==> src/common/cfr_pkg.sv <==
// Shared constants and types for the charger fault response block
package cfr_pkg;

  // ----------------------------------------------------------------
  // Charge-state field encodings
  // ----------------------------------------------------------------
  localparam logic [1:0] CFR_STAT_READY = 2'h0; // Ready
  localparam logic [1:0] CFR_STAT_CHG   = 2'h1; // Charge in progress
  localparam logic [1:0] CFR_STAT_DONE  = 2'h2; // Charge done
  localparam logic [1:0] CFR_STAT_FAULT = 2'h3; // Fault

  // ----------------------------------------------------------------
  // Thermistor fault field encodings
  // ----------------------------------------------------------------
  localparam logic [2:0] CFR_TS_NORMAL = 3'h0; // In range
  localparam logic [2:0] CFR_TS_COLD   = 3'h1; // Too cold
  localparam logic [2:0] CFR_TS_COOL   = 3'h2; // Cool, half current
  localparam logic [2:0] CFR_TS_WARM   = 3'h3; // Warm, lower target
  localparam logic [2:0] CFR_TS_HOT    = 3'h4; // Too hot

  // ----------------------------------------------------------------
  // Parameter source select encodings
  // ----------------------------------------------------------------
  localparam logic [1:0] CFR_SRC_PIN     = 2'h0; // External pin
  localparam logic [1:0] CFR_SRC_DEFAULT = 2'h1; // Built-in default
  localparam logic [1:0] CFR_SRC_REG     = 2'h2; // Register value

  // ----------------------------------------------------------------
  // Derating figures
  // ----------------------------------------------------------------
  localparam int         CFR_WARM_DROP_MV  = 140;  // Warm target drop, mV
  localparam int         CFR_VREG_LSB_MV   = 10;   // Target step, mV
  localparam logic [7:0] CFR_WARM_DROP_CODE = 8'(CFR_WARM_DROP_MV / CFR_VREG_LSB_MV);
  localparam int         CFR_CHARGE_CURRENT_SETTING_SHIFT    = 1;    // Halving shift
  localparam logic [7:0] CFR_CODE_RST      = 8'h00; // Derated value reset

  // Interrupt pulse length in cycles (restarted by each new event)
  localparam logic [3:0] CFR_INT_CYCLES = 4'h4;

  // ----------------------------------------------------------------
  // Carriers
  // ----------------------------------------------------------------
  typedef struct packed {
    logic       overVoltage;   // Input above OVP
    logic       underVoltage;  // Input below UVLO
    logic       currentLimit;  // Input current clamp active
    logic       dpmActive;     // Input-voltage DPM active
    logic       timerExpired;  // Safety timer expired
    logic [2:0] thermZone;     // Thermistor zone code
    logic       chargeDone;    // Termination reached
    logic       charging;      // Charger running
  } cfr_cond_t;

  typedef struct packed {
    logic       chargeEnable;   // Charger allowed
    logic       inputClamp;     // Input current clamped/reduced
    logic       systemRailEn;   // System rail on
    logic       systemFromBat;  // System rail fed from battery
    logic       loadSwitchEn;   // Load-switch output on
    logic       loadFromBat;    // Load-switch fed from battery
    logic       thermSenseEn;   // Thermistor sensing on
    logic       rechargeWatch;  // Watch for recharge threshold
  } cfr_gate_t;

  typedef struct packed {
    logic [1:0] pretermSrc;  // Precharge/termination source
    logic [1:0] chargeSrc;   // Charge current source
    logic [1:0] inLimitSrc;  // Input limit source
  } cfr_src_t;

endpackage : cfr_pkg

==> src/verilog/cfr_int_pulse.sv <==
// Interrupt pulse stretcher for the charger fault response block
`timescale 1ns/1ps
`default_nettype none

module cfr_int_pulse
  import cfr_pkg::*;
(
  input  wire logic clk,
  input  wire logic rst,
  input  wire logic clkEn,
  input  wire logic trigger,
  input  wire logic enable,
  output var  logic intPulse
);

  // ----------------------------------------------------------------
  // Pulse counter
  // ----------------------------------------------------------------
  logic [3:0] count; // Cycles left in the pulse

  // Restarts on each trigger; a new event during a pulse extends it
  always_ff @(posedge clk or posedge rst) begin
    if (rst) begin
      count <= 4'h0;
    end else if (clkEn) begin
      if (!enable) begin
        count <= 4'h0;
      end else if (trigger) begin
        count <= CFR_INT_CYCLES;
      end else if (count != 4'h0) begin
        count <= count - 4'h1;
      end
    end
  end

  // Output registered from the trigger and the counter state
  always_ff @(posedge clk or posedge rst) begin
    if (rst) begin
      intPulse <= 1'b0;
    end else if (clkEn) begin
      intPulse <= enable && (trigger || count > 4'h1);
    end
  end

endmodule : cfr_int_pulse

`default_nettype wire

==> src/verilog/cfr_fault_response.sv <==
// Fault and status supervisor of the charge-management device
`timescale 1ns/1ps
`default_nettype none

module cfr_fault_response
  import cfr_pkg::*;
(
  input  wire logic      clk,
  input  wire logic      rst,
  input  wire logic      clkEn,
  input  wire cfr_cond_t cond,
  input  wire logic      shipMode,
  input  wire logic      hostAccessed,
  input  wire logic      systemRailCfg,
  input  wire logic      loadSwitchCfg,
  input  wire logic      preUseDefault,
  input  wire logic      preUseReg,
  input  wire logic      chgUseDefault,
  input  wire logic      chgUseReg,
  input  wire logic      limUseDefault,
  input  wire logic      limUseReg,
  input  wire logic      pushButton,
  input  wire logic [7:0] chargeCurrentCode,
  input  wire logic [7:0] regulationCode,
  output var  logic [1:0] chargeState,
  output var  logic      inputOvervoltageFlag,
  output var  logic      inputUndervoltageFlag,
  output var  logic      timerFaultFlag,
  output var  logic      inputDpmStatusFlag,
  output var  logic [2:0] thermistorFaultField,
  output var  logic      powerGoodOut,
  output var  logic      hostInterrupt,
  output var  cfr_gate_t gate,
  output var  cfr_src_t  source,
  output var  logic [7:0] chargeCurrentSetting,
  output var  logic [7:0] batteryRegulationTarget,
  output var  logic      buttonWake
);

  // ----------------------------------------------------------------
  // Functions
  // ----------------------------------------------------------------
  // Pick the source for one parameter, pins before host access
  function automatic logic [1:0] pickSrc(input logic accessed, input logic useDef,
                                         input logic useReg);
    logic [1:0] s;
    s = CFR_SRC_PIN;
    if (accessed && useReg) begin
      s = CFR_SRC_REG;
    end else if (accessed && useDef) begin
      s = CFR_SRC_DEFAULT;
    end
    return s;
  endfunction : pickSrc

  // ----------------------------------------------------------------
  // Condition decode
  // ----------------------------------------------------------------
  logic inputBad;   // Input outside its valid window
  logic thermCold;  // Cold or hot zone
  logic thermCool;  // Cool zone
  logic thermWarm;  // Warm zone
  logic anyFault;   // Any condition reported as fault
  logic [8:0] evNow;  // Present condition vector
  logic [8:0] evLast; // Previous condition vector
  logic newEvent;     // Rising edge on any condition

  // Both input faults lead to the same battery-fed posture
  assign inputBad  = cond.overVoltage || cond.underVoltage;
  assign thermCold = (cond.thermZone == CFR_TS_COLD) || (cond.thermZone == CFR_TS_HOT);
  assign thermCool = cond.thermZone == CFR_TS_COOL;
  assign thermWarm = cond.thermZone == CFR_TS_WARM;
  assign anyFault  = inputBad || cond.timerExpired || cond.dpmActive
                     || thermCold || thermCool || thermWarm;

  // Each condition whose onset interrupts the host
  assign evNow = {cond.overVoltage, cond.underVoltage, cond.currentLimit,
                  cond.dpmActive, cond.timerExpired, thermCold, thermCool,
                  thermWarm, cond.chargeDone};
  assign newEvent = |(evNow & ~evLast);

  // ----------------------------------------------------------------
  // Edge history
  // ----------------------------------------------------------------
  // Ship mode blanks history so an event on exit still interrupts
  always_ff @(posedge clk or posedge rst) begin
    if (rst) begin
      evLast <= 9'h000;
    end else if (clkEn) begin
      evLast <= shipMode ? 9'h000 : evNow;
    end
  end

  // ----------------------------------------------------------------
  // Status flags: follow the present condition only
  // ----------------------------------------------------------------
  always_ff @(posedge clk or posedge rst) begin
    if (rst) begin
      inputOvervoltageFlag  <= 1'b0;
      inputUndervoltageFlag <= 1'b0;
      timerFaultFlag        <= 1'b0;
      inputDpmStatusFlag    <= 1'b0;
      thermistorFaultField  <= CFR_TS_NORMAL;
    end else if (clkEn) begin
      // Undervoltage detection is the one survivor of ship mode
      inputUndervoltageFlag <= cond.underVoltage;
      inputOvervoltageFlag  <= !shipMode && cond.overVoltage;
      timerFaultFlag        <= !shipMode && cond.timerExpired;
      inputDpmStatusFlag    <= !shipMode && cond.dpmActive;
      thermistorFaultField  <= shipMode ? CFR_TS_NORMAL : cond.thermZone;
    end
  end

  // ----------------------------------------------------------------
  // Charge state field
  // ----------------------------------------------------------------
  // Fault outranks done, done outranks charging; no memory of the past
  always_ff @(posedge clk or posedge rst) begin
    if (rst) begin
      chargeState <= CFR_STAT_READY;
    end else if (clkEn) begin
      if (shipMode) begin
        chargeState <= CFR_STAT_READY;
      end else if (anyFault) begin
        chargeState <= CFR_STAT_FAULT;
      end else if (cond.chargeDone) begin
        chargeState <= CFR_STAT_DONE;
      end else if (cond.charging || cond.currentLimit) begin
        chargeState <= CFR_STAT_CHG;
      end else begin
        chargeState <= CFR_STAT_READY;
      end
    end
  end

  // ----------------------------------------------------------------
  // Power good
  // ----------------------------------------------------------------
  always_ff @(posedge clk or posedge rst) begin
    if (rst) begin
      powerGoodOut <= 1'b0;
    end else if (clkEn) begin
      powerGoodOut <= !shipMode && !inputBad;
    end
  end

  // ----------------------------------------------------------------
  // Gating of charger, rails and thermistor sensing
  // ----------------------------------------------------------------
  // Recomputed each cycle, so gating releases when its cause clears
  always_ff @(posedge clk or posedge rst) begin
    if (rst) begin
      gate <= '0;
    end else if (clkEn) begin
      if (shipMode) begin
        gate <= '0;
      end else begin
        gate.chargeEnable  <= !(inputBad || cond.timerExpired || thermCold
                               || cond.chargeDone);
        gate.inputClamp    <= cond.currentLimit || cond.dpmActive;
        // Rails stay fed from the battery through an input fault
        gate.systemRailEn  <= inputBad || systemRailCfg;
        gate.systemFromBat <= inputBad;
        gate.loadSwitchEn  <= inputBad || loadSwitchCfg;
        gate.loadFromBat   <= inputBad;
        gate.thermSenseEn  <= !(inputBad || cond.timerExpired);
        gate.rechargeWatch <= cond.chargeDone;
      end
    end
  end

  // ----------------------------------------------------------------
  // Parameter sources
  // ----------------------------------------------------------------
  always_ff @(posedge clk or posedge rst) begin
    if (rst) begin
      source <= '0;
    end else if (clkEn) begin
      // Host choices also apply while charging
      source.pretermSrc <= pickSrc(hostAccessed || cond.charging, preUseDefault,
                                   preUseReg);
      source.chargeSrc  <= pickSrc(hostAccessed || cond.charging, chgUseDefault,
                                   chgUseReg);
      source.inLimitSrc <= pickSrc(hostAccessed || cond.charging, limUseDefault,
                                   limUseReg);
    end
  end

  // ----------------------------------------------------------------
  // Thermal derating of current and target
  // ----------------------------------------------------------------
  // Target floors at zero rather than wrapping on tiny codes
  always_ff @(posedge clk or posedge rst) begin
    if (rst) begin
      chargeCurrentSetting    <= CFR_CODE_RST;
      batteryRegulationTarget <= CFR_CODE_RST;
    end else if (clkEn) begin
      chargeCurrentSetting <= (thermCool && !shipMode)
                              ? (chargeCurrentCode >> CFR_CHARGE_CURRENT_SETTING_SHIFT)
                              : chargeCurrentCode;
      if (thermWarm && !shipMode) begin
        batteryRegulationTarget <= (regulationCode > CFR_WARM_DROP_CODE)
                                   ? regulationCode - CFR_WARM_DROP_CODE
                                   : 8'h00;
      end else begin
        batteryRegulationTarget <= regulationCode;
      end
    end
  end

  // ----------------------------------------------------------------
  // Push button stays alive in every mode
  // ----------------------------------------------------------------
  always_ff @(posedge clk or posedge rst) begin
    if (rst) begin
      buttonWake <= 1'b0;
    end else if (clkEn) begin
      buttonWake <= pushButton;
    end
  end

  // ----------------------------------------------------------------
  // Host interrupt, muted in ship mode
  // ----------------------------------------------------------------
  cfr_int_pulse intGen (
    .clk      (clk),
    .rst      (rst),
    .clkEn    (clkEn),
    .trigger  (newEvent),
    .enable   (!shipMode),
    .intPulse (hostInterrupt)
  );

endmodule : cfr_fault_response

`default_nettype wire

==> config.mk <==
export PLATFORM = sky130hd
export DESIGN_NAME = cfr_fault_response
export DESIGN_NICKNAME = d
export VERILOG_FILES = /design/src/common/cfr_pkg.sv /design/src/verilog/cfr_int_pulse.sv /design/src/verilog/cfr_fault_response.sv
export SDC_FILE = /design/constraint.sdc
export NUM_CORES = 1
export LEC_CHECK = 0
export ABC_AREA = 1
export BUFFER_PORTS_ARGS = -buffer_cell sky130_fd_sc_hd__buf_2
export CAP_MARGIN = 10
export CORE_MARGIN = 2
export CORE_UTILIZATION = 45
export DETAILED_ROUTE_END_ITERATION = 8
export GPL_ROUTABILITY_DRIVEN = 0
export PLACE_DENSITY_LB_ADDON = 0.1
export SLEW_MARGIN = 20
export SYNTH_ARGS = -nofsm -noshare
export SYNTH_HDL_FRONTEND = slang
export SYNTH_HIERARCHICAL = 1
export SYNTH_SLANG_ARGS = --single-unit
==> constraint.sdc <==
create_clock -name clk -period 1.6 [get_ports clk]
set_input_delay 0.24 -clock clk [delete_from_list [all_inputs] [get_ports clk]]
set_output_delay 0.24 -clock clk [all_outputs]
set_load 0.02 [all_outputs]
==> key figures <==
Logic synthesis
  – Main synth FF type: dfrtp_1
  – Yosys warning count: 6
  – Largest area contributor in the netlist: dfrtp_1
  – Synthesis-stage register bit count: 50
  – Seq/Total Area, Yosys: 50.8%
  – Syn_area_per_cell: 8.03 sq um
  – Mapped Nets: 350
  – Synth area leaders: dfrtp_1 (51%), nand2_1 (15%), inv_1 (4.1%)
  – Async SR Flop Fraction: 100%
  – Post-synth cell types: 32
  – Cells after synthesis: 307
  – Mapped cell area: 2460 sq um
  – Post-synth EDFFs: 0
  – Top cell type's share of synthesized area: 50.8%

Route
  – Total routed wirelength: 6.03 mm
  – Post-DRT Antenna Nets: 0
  – Vias: 2,319
  – Residual DRC count: 0
  – Vias per cell: 5.00
  – 1st-iter DRT viols: about 140
  – TritonRoute pass-1 iters: 6
  – Routed len/inst: 13.0 um

Floorplan
  – Core area: 5200 sq um
  – I/O pins: 82
  – Die X: 78.0 um
  – Core Rows: 26
  – Die area: ~6000 sq um
  – Die Span Y: about 78 um
  – Initial core utilization: 47.4%

STA
  – Measured slew at the worst slew-check pin: 0.279 ns
  – Setup TNS: 0 ns
  – Fin Clk Skew: 0.00425 ns
  – Max Freq: 0.697 GHz
  – Final setup viols: 0
  – Fin worst setup slack: 0.165 ns
  – Min Tclk post-route: about 1.4 ns
  – Crit share post-route: 89.7%
  – Max-slew headroom: between 80% and 90%
  – Unrepaired setup endpoints after global routing: no
  – Final Hold Fails: 0
  – Slew Limit Fails: 0

Power
  – PnR Total Power: 0.00297 W
  – Sw frac: 29.6%
  – Peak VDD IR: ~0.42 mV
  – Sequential power share: 48.2%
  – Clk network pwr share: between 30% and 40%
  – Int Pwr: roughly 0.0021 W
  – Psw: 0.000879 W
  – P_leak: roughly 1.7 nW
  – PD cells: approximately 950 nW/um^2
  – Combinational power share: 21.0%

Worst setup path
  – Startpoint Class: flop
  – CP Class: reg -> reg
  – CP required: 1.80 ns
  – CP Capture Point: intGen/count[2]
  – Crit-path most repeated cell: nand2_4
  – Slowest stage delay, CP: 0.35 ns
  – CP max-delay cell: dfrtp_1
  – Cell family with most CP delay: simple AND/OR/NAND/NOR gates
  – Levels on crit path: 11
  – Max FO, Critical Path: 6
  – Crit path arrival time: 1.63 ns
  – Critical R2R Capture: intGen/count[2]
  – Worst path cell trace: inv_1, nand2_1, nand3_1, nor3_2, nand3b_1, inv_2, nand2_4, nand2_4, nand2_4, nand3_1, o21ai_1
  – Reg2reg path depth: 11
  – CP Buf/Inv Count: 2
  – Setup crit end kind: flop
  – Worst r2r src: evLast[0]
  – R2r setup slk: 0.16 ns
  – Worst setup path start: evLast[0]

Placement
  – Port Buf Inserts: 81
  – Hpwl dp: 4.40 mm
  – Area after DPL: 2980 sq um
  – Pre-CTS WS: between 0.1 and 0.15 ns

Global route
  – First-pass GRT wire length: 10.2 mm
  – Initial antenna violation count: 0
  – GRT Residual Overflow: 0
  – Largest net degree at the start of global routing: 38
  – Vias in the first global route: 2,252
  – Total GRT Usage: 20.8%

Final layout
  – Fill count: between 500 and 600
  – Ratio of cells with drive above 1 in the final layout: 28.7%
  – Antenna Diode Count: 0
  – Final Cell Area: 3120 sq um
  – Multi-input gate area: between 1000 and 1500 sq um
  – Area grow syn2layout: 26.6%
  – Final nets: ~440
  – Sequential cell area: 1250 sq um

Clock network
  – Clock Tree Root: clkbuf_8
  – CTS HTree Levels: 2
  – CTS sink cnt: 50
  – Num CTS Buffers: 5
  – Max Root-Sink Buffers: 2
  – Reg clk slew, reported paths: around 0.09 ns
  – Later-pin clock latency in the skew report: 0.30 ns
  – CTS tree: yes

Min path
  – Worst Hold Path Cells: 2
  – Hold Crit Class: in -> reg

Status
  – Outcome: complete, no violations

Run
  – Max Cap Viol: 0
[worst min-delay path by stage]
| stage | startpoint | end |
|---|---|---|
| finish | preUseReg | source[4] |
| global route | limUseReg | source[0] |
| CTS | preUseReg | source[4] |
| detailed placement | rst | intGen/count[3] |
| global placement | rst | intGen/count[3] |
| floorplan | rst | intGen/count[0] |
[cell usage in the layout (no fill, tap or decap), drive strengths merged, types with 2 or more instances in the layout]
cell	n
nand2	103
buf	91
dfrtp	50
inv	28
nor2	26
o21ai	23
nand3	21
a21oi	14
nand4	10
clkbuf	6
nand3b	3
o22ai	3
ha	3
nor3	3
o211ai	2
[cell families after synthesis]
kind of cell               after synthesis  share of synthesized area (%)
DFF                                     50                           50.8
xor gates and xnor gates                 1                          0.355
AOI/OAI and AO/OA                       46                           10.3
and+or+nand+nor                        167                           29.7
buffers and inverters                   40                           7.36
adders and majority gates                3                           1.52
[state kept, by name, summed over array words and instances (netlist names), 2 cells and up]
register and count:
batteryRegulationTarget 8, chargeCurrentSetting 8, evLast 7, gate 6
source 6, intGen/count 4, thermistorFaultField 3, chargeState 2
[layout make-up]
class	count	area share, %
clock buffer	6	2.65
timing repair buffer	92	16.5
tap	70	2.81
inverter	28	3.37
multi-input combinational	217	33.6
clock inverter	1	0.962
sequential	50	40.1
[stage by stage]
stage	utilization, %	hold slack [ns]	cells
final	60.0	0.127	464
after global routing	60.0	0.128	464
after CTS	59.6	0.120	464
after detailed placement	57.3	0.169	456
after global placement	57.3	0.167	456
after floorplan	-	0.0185	307
[synth_stat cells (3+ instances only)]
master / count
buf_4: 4
nor2_1: 24
o21ai_0: 20
nand3b_1: 3
nand2_2: 3
nand2_1: 99
a21oi_1: 14
nand4_1: 10
ha_1: 3
nand3_1: 20
o22ai_1: 3
clkbuf_1: 4
inv_1: 27
dfrtp_1: 50
[timing repair]
| action | 4_1_cts | 5_1_grt |
|---|---|---|
| hold endpoints to repair | 14 | 0 |
| setup endpoints to repair | 0 | 3 |
| setup buffers | 0 | 0 |
| gates resized for setup | 0 | 5 |
| hold buffers | 1 | 0 |
[power groups by stage]
stage	registers (W)	logic (W)	clock network, W
final	0.00143	0.000624	0.000916
after global routing	0.00145	0.000689	0.000995
after CTS	0.00143	0.000626	0.000941
after detailed placement	0.00146	0.000621	0
after global placement	0.00145	0.000614	0
after floorplan	0.00157	0.000271	0
[metal layers]
layer | global-route usage, % | vias to the layer above | part of all wire (%)
li1 | - | 1163 | -
met1 | 27.5 | 1065 | 46
met2 | 34.3 | 84 | 46
met3 | 4.94 | 7 | 6.7
met4 | 6.14 | 0 | 1.1
met5 | 0 | - | 0
(Power assumes the default switching activity.)
